## src/asr_pkg.sv

```systemverilog
package asr_pkg;
  // register offsets on the serial register port
  localparam logic [7:0] OFF_MAKER_CODE = 8'h01;
  localparam logic [7:0] OFF_DEVICE_CODE = 8'h02;
  localparam logic [7:0] OFF_MASK_REVISION = 8'h03;
  localparam logic [7:0] OFF_CONDITION_FLAGS = 8'h04;
  localparam logic [7:0] OFF_QUEUE_FILL = 8'h05;
  localparam logic [7:0] OFF_TEMP_HIGH = 8'h06;
  localparam logic [7:0] OFF_TEMP_LOW = 8'h07;
  localparam logic [7:0] OFF_X_UPPER = 8'h08;
  localparam logic [7:0] OFF_X_MIDDLE = 8'h09;
  localparam logic [7:0] OFF_X_LOWER = 8'h0A;
  localparam logic [7:0] OFF_Y_UPPER = 8'h0B;
  localparam logic [7:0] OFF_Y_MIDDLE = 8'h0C;
  localparam logic [7:0] OFF_Y_LOWER = 8'h0D;
  // condition flag bit positions
  localparam int BIT_SAMPLE_READY = 0;
  localparam int BIT_WATERMARK = 1;
  localparam int BIT_OVERRUN = 2;
  localparam int BIT_MOTION = 3;
  localparam int BIT_NV_BUSY = 4;
  // values after reset
  localparam logic [7:0] RST_FLAGS = 8'h00;
  localparam logic [6:0] RST_FILL = 7'h00;
  localparam logic [11:0] RST_TEMP = 12'h000;
  localparam logic [19:0] RST_SAMPLE = 20'h00000;
  localparam logic [7:0] RST_RDATA = 8'h00;
  // queue depth limit in samples
  localparam logic [6:0] QUEUE_MAX = 7'h60;
  // nominal temperature transfer: code at 25 C, slope in hundredths of a count per C
  localparam int TEMP_CODE_AT_25C = 1885;
  localparam int TEMP_SLOPE_CENTI = -905;
  // sample field widths
  localparam int SAMPLE_W = 20;
  localparam int TEMP_W = 12;
endpackage

```

## src/asr_status_readout.sv

```systemverilog
`timescale 1ns/1ns
module asr_status_readout #(
  parameter logic [7:0] MAKER_CODE = 8'h5A,  // arbitrary value
  parameter logic [7:0] DEVICE_CODE = 8'h3C, // arbitrary value
  parameter logic [7:0] MASK_REVISION = 8'h00 // first revision
) (
  input wire logic clock,
  input wire logic sys_rst,
  // register port
  input wire logic [7:0] reg_addr,
  input wire logic reg_rd_en,
  input wire logic reg_wr_en,
  input wire logic [7:0] reg_wdata,
  output logic [7:0] reg_rdata,
  output logic reg_rd_valid,
  // core events and values, same clock
  input wire logic nonvolatile_busy_in,
  input wire logic motion_detect_in,
  input wire logic queue_overrun_in,
  input wire logic [6:0] queue_fill_in,
  input wire logic [6:0] watermark_level,
  input wire logic sample_valid_in,
  input wire logic [19:0] x_accel_sample_in,
  input wire logic [19:0] y_accel_sample_in,
  input wire logic temp_valid_in,
  input wire logic [11:0] temp_code_in
);

  // sticky flags and live busy bit
  logic nv_busy_reg, nv_busy_next;
  logic motion_reg, motion_next;
  logic overrun_reg, overrun_next;
  logic watermark_reg, watermark_next;
  logic ready_reg, ready_next;
  // held values
  logic [6:0] fill_reg, fill_next;
  logic [11:0] temp_reg, temp_next;
  logic [19:0] x_accel_sample_reg, x_accel_sample_next;
  logic [19:0] y_accel_sample_reg, y_accel_sample_next;
  // read answer
  logic [7:0] rdata_reg, rdata_next;
  logic rd_valid_reg, rd_valid_next;
  // decoded helpers
  logic flags_read;
  logic [7:0] flags_view;
  logic watermark_hit;

  // read-back byte for a given offset, reserved bits zero
  function automatic logic [7:0] read_mux(input logic [7:0] addr, input logic [7:0] flags,
                                          input logic [6:0] fill, input logic [11:0] temp,
                                          input logic [19:0] xs, input logic [19:0] ys);
    logic [7:0] v;
    v = 8'h00;
    unique case (addr)
      asr_pkg::OFF_MAKER_CODE: v = MAKER_CODE;
      asr_pkg::OFF_DEVICE_CODE: v = DEVICE_CODE;
      asr_pkg::OFF_MASK_REVISION: v = MASK_REVISION;
      asr_pkg::OFF_CONDITION_FLAGS: v = flags;
      asr_pkg::OFF_QUEUE_FILL: v = {1'b0, fill};
      asr_pkg::OFF_TEMP_HIGH: v = {4'h0, temp[11:8]};
      asr_pkg::OFF_TEMP_LOW: v = temp[7:0];
      asr_pkg::OFF_X_UPPER: v = xs[19:12];
      asr_pkg::OFF_X_MIDDLE: v = xs[11:4];
      asr_pkg::OFF_X_LOWER: v = {xs[3:0], 4'h0};
      asr_pkg::OFF_Y_UPPER: v = ys[19:12];
      asr_pkg::OFF_Y_MIDDLE: v = ys[11:4];
      asr_pkg::OFF_Y_LOWER: v = {ys[3:0], 4'h0};
      default: v = 8'h00; // unmapped offsets read zero
    endcase
    return v;
  endfunction

  // status byte as software sees it, upper three bits reserved zero
  always_comb begin
    flags_view = 8'h00;
    flags_view[asr_pkg::BIT_NV_BUSY] = nv_busy_reg;
    flags_view[asr_pkg::BIT_MOTION] = motion_reg;
    flags_view[asr_pkg::BIT_OVERRUN] = overrun_reg;
    flags_view[asr_pkg::BIT_WATERMARK] = watermark_reg;
    flags_view[asr_pkg::BIT_SAMPLE_READY] = ready_reg;
  end

  // a status read clears the sticky flags after returning them
  assign flags_read = reg_rd_en && (reg_addr == asr_pkg::OFF_CONDITION_FLAGS);
  assign watermark_hit = (watermark_level != 7'h00) && (fill_next >= watermark_level);

  // next values of flags and held data
  always_comb begin
    // busy follows the controller, it is not sticky
    nv_busy_next = nonvolatile_busy_in;
    // sticky flags: an event in the clearing cycle wins over the clear
    motion_next = motion_detect_in || (motion_reg && !flags_read);
    overrun_next = queue_overrun_in || (overrun_reg && !flags_read);
    ready_next = sample_valid_in || (ready_reg && !flags_read);
    // fill count clamped to the queue depth
    if (queue_fill_in > asr_pkg::QUEUE_MAX) begin
      fill_next = asr_pkg::QUEUE_MAX;
    end else begin
      fill_next = queue_fill_in;
    end
    watermark_next = watermark_hit || (watermark_reg && !flags_read);
    // temperature updates straight away, so a split read may tear
    if (temp_valid_in) begin
      temp_next = temp_code_in;
    end else begin
      temp_next = temp_reg;
    end
    // axis samples captured together on a complete set
    if (sample_valid_in) begin
      x_accel_sample_next = x_accel_sample_in;
      y_accel_sample_next = y_accel_sample_in;
    end else begin
      x_accel_sample_next = x_accel_sample_reg;
      y_accel_sample_next = y_accel_sample_reg;
    end
  end

  // next values of the read answer; writes are never looked at
  always_comb begin
    rd_valid_next = reg_rd_en;
    if (reg_rd_en) begin
      rdata_next = read_mux(reg_addr, flags_view, fill_reg, temp_reg,
                            x_accel_sample_reg, y_accel_sample_reg);
    end else begin
      rdata_next = rdata_reg;
    end
  end

  // register all state
  always_ff @(posedge clock) begin
    if (sys_rst) begin
      nv_busy_reg <= 1'b0;
      motion_reg <= 1'b0;
      overrun_reg <= 1'b0;
      watermark_reg <= 1'b0;
      ready_reg <= 1'b0;
      fill_reg <= asr_pkg::RST_FILL;
      temp_reg <= asr_pkg::RST_TEMP;
      x_accel_sample_reg <= asr_pkg::RST_SAMPLE;
      y_accel_sample_reg <= asr_pkg::RST_SAMPLE;
      rdata_reg <= asr_pkg::RST_RDATA;
      rd_valid_reg <= 1'b0;
    end else begin
      nv_busy_reg <= nv_busy_next;
      motion_reg <= motion_next;
      overrun_reg <= overrun_next;
      watermark_reg <= watermark_next;
      ready_reg <= ready_next;
      fill_reg <= fill_next;
      temp_reg <= temp_next;
      x_accel_sample_reg <= x_accel_sample_next;
      y_accel_sample_reg <= y_accel_sample_next;
      rdata_reg <= rdata_next;
      rd_valid_reg <= rd_valid_next;
    end
  end

  // outputs come straight from flip-flops
  assign reg_rdata = rdata_reg;
  assign reg_rd_valid = rd_valid_reg;
endmodule

```

## config.mk

```make
export PLATFORM = sky130hd
export DESIGN_NAME = asr_status_readout
export DESIGN_NICKNAME = d
export VERILOG_FILES = /design/src/asr_pkg.sv /design/src/asr_status_readout.sv
export SDC_FILE = /design/constraint.sdc
export NUM_CORES = 1
export LEC_CHECK = 0
export BUFFER_PORTS_ARGS = -buffer_cell sky130_fd_sc_hd__buf_2
export CAP_MARGIN = 20
export CORE_ASPECT_RATIO = 1.2
export CORE_UTILIZATION = 49
export CTS_BUF_LIST = sky130_fd_sc_hd__clkbuf_8
export CTS_CLUSTER_SIZE = 8
export DETAILED_ROUTE_END_ITERATION = 10
export PLACE_DENSITY = 0.76
export SLEW_MARGIN = 20
export SYNTH_ARGS = -nofsm -noshare
export SYNTH_HDL_FRONTEND = slang
export SYNTH_SLANG_ARGS = --single-unit
```

## constraint.sdc

```tcl
create_clock -name clock -period 1.8 [get_ports clock]
set_input_delay 0.36 -clock clock [delete_from_list [all_inputs] [get_ports clock]]
set_output_delay 0.36 -clock clock [all_outputs]
set_load 0.02 [all_outputs]
```

==> results_dict.tcl <==
set metrics [dict create \
    status "completed" \
    place_hpwl_mm 6.63 \
    grtUsageMet1 0.272 \
    synth_nets 480 \
    yosys.area.top_type "dfxtp_1" \
    layout-drive-gt1-share 0.308 \
    p_int_mw 2.71 \
    p_clk_frac 0.371 \
    finalHoldViolations 0 \
    reg2reg_slack_ns 0.32 \
    ant_nets 0 \
    synth_cell_types 60 \
    cts_made_buffers 9 \
    clock_sinks 73 \
    fmax_ghz 0.675 \
    use_met2 0.412 \
    switching_share 0.249 \
    dr.pass1.iters 5 \
    port_buffers 90 \
    final_cell_area_um2 4410 \
    final_common_cell "buf_2" \
    syn_area_um2 3570 \
    final_cell_mix "90 x buf_2, 73 x dfxtp_1, 65 x nor2_1" \
    cts_setup_buffers 0 \
    antenna_found_initial 0 \
    fin_crit_sh 0.823 \
    setup_viol 0 \
    clock_latency_ns 0.35 \
    startpoint "y_accel_sample_reg[11]" \
    path_class "reg2reg" \
    r2r-start "y_accel_sample_reg[11]" \
    hold_path.class "in2reg" \
    cts_tree "built" \
    drc 0 \
    ys_ff_latch 73 \
    synth.area.top_cells "dfxtp_1 41%, mux2i_1 16%, nor2_1 6.8%" \
    ir_worst_vdd_v 0.000377 \
    leakagePower_nw 2.04 \
    cp_max_fo 2 \
    seq_area_frac_synth 0.409 \
    grt-busiest-layer "met2" \
    gr-usage-met3 0.0421 \
    synth_edf_count 0 \
    worst_pin_slew_ns 0.492 \
    worstPathArrival_ns 1.71 \
    die_w_um 79.9 \
    grt_pass1_vias 2992 \
    die-area_um2 7630 \
    path_clk_slew_ns 0.07 \
    cap_violations 0 \
    cts_buffer_depth 2 \
    die_y_um 95.5 \
    tns_ns 0 \
    grt_pass1_wl_mm 13.8 \
    vias 3124 \
    setup.worst_path.start_class "register" \
    grt-ovfl-total 0 \
    coreArea_um2 6940 \
    yosysTopAreaCellShare 0.409 \
    synth_cells 382 \
    ios 100 \
    slew_headroom 0.668 \
    yosysWarnings 0 \
    htree_levels 3 \
    dpl_cell_area_um2 4190 \
    initial_core_util 0.515 \
    grt_max_degree 27 \
    power.switching_mw 0.901 \
    gp_congestion 0.957 \
    syn_to_final_growth_pct 23.5 \
    synth-main-ff-cell "dfxtp_1" \
    final.setup_skew_ns 0.00655 \
    holdBufCountCts 0 \
    syn_avg_cell_area_um2 9.35 \
    power_frac_seq 0.484 \
    async_reset_ff_frac 0 \
    cts-root-buf "clkbuf_8" \
    critPathCaptureType "register" \
    final_net_count 577 \
    required_ns 2.03 \
    initialDrtViolationCount 265 \
    min_from "queue_fill_in[2]" \
    diodes 0 \
    power.density_nw_per_um2 820 \
    post-route-min-period_ns 1.48 \
    rsz0062_at_grt "false" \
    grt_util_all_layers 0.237 \
    avgViaCountPerCell 5.47 \
    maxSlewViolCount 0 \
    num_rows 33 \
    routed_wl_mm 8.64 \
    p_comb_frac 0.145 \
    wl_per_cell_um 15.1 \
    post_cts_resized 0 \
]
metrics by stage:
step | hold WS (ns) | util | std cells | worst slack [ns] | total power, mW
finish | 0.225 | 0.636 | 571 | 0.319 | 3.61
global route | 0.241 | 0.636 | 571 | 0.238 | 3.75
CTS | 0.214 | 0.636 | 571 | 0.320 | 3.64
detailed placement | 0.441 | 0.605 | 555 | 0.00703 | 2.31
global placement | 0.443 | 0.605 | 555 | 0.0349 | 2.29
floorplan | 0.449 | - | 382 | 0.230 | 2.10
layout make-up:
cell class	instances	area [µm²]
clock inverters	4	50.0
inverters	9	35.0
repair buffers	115	701
flip-flops and latches	73	1460
well taps	87	109
fillers	602	2530
multi-input cells	271	1890
clock buffers	12	165
power by group through the flow:
stage               clock network [mW]  registers (mW)  logic [mW]
finish                            1.34            1.75       0.523
CTS                               1.37            1.75       0.526
detailed placement                   0            1.78       0.522
floorplan                            0            1.77       0.328
global placement                     0            1.78       0.506
global route                      1.42            1.76       0.575
cells in the mapped netlist, drive strengths merged (3+ instances only):
cell type,number
and3,3
nand4,3
ha,7
a21oi,17
and2,9
nand2,15
dfxtp,73
mux2,8
buf,22
clkbuf,7
o22ai,4
nor2b,10
a31oi,4
nand3,13
a211oi,3
mux2i,56
a22o,3
inv,8
nor2,65
a22oi,6
o21ai,7
a32oi,5
path summary, 6_finish.rpt:
kind	endpoint	depth (start not counted)
min	fill_reg[2]	2
max	reg_rdata[7]	5
max reg2reg	reg_rdata[7]	5
min reg2reg	reg_rdata[6]	2
routing by layer:
layer,wire (µm),up-vias
met4,223,0
li1,-,1550
met1,3580,1432
met5,0,-
met2,4300,120
met3,547,22
kinds of logic (layout without fill, tap and decap cells):
logic type,after synthesis,in the layout,synth area share
xor gates and xnor gates,1,1,0.00245
buffers and inverters,38,140,0.0620
and+or+nand+nor,135,135,0.191
adders and majority gates,7,7,0.0245
muxes,64,64,0.183
DFF,73,73,0.409
AOI/OAI and AO/OA,64,64,0.128
worst max-delay path, stage by stage, from the launching register on:
cell and delay (ns):
dfxtp_1 0.32, mux2_4 0.27, a22oi_1 0.22, o22ai_1 0.15, a222oi_1 0.32, a211oi_1 0.08
Power figures use the tool's default switching activity.
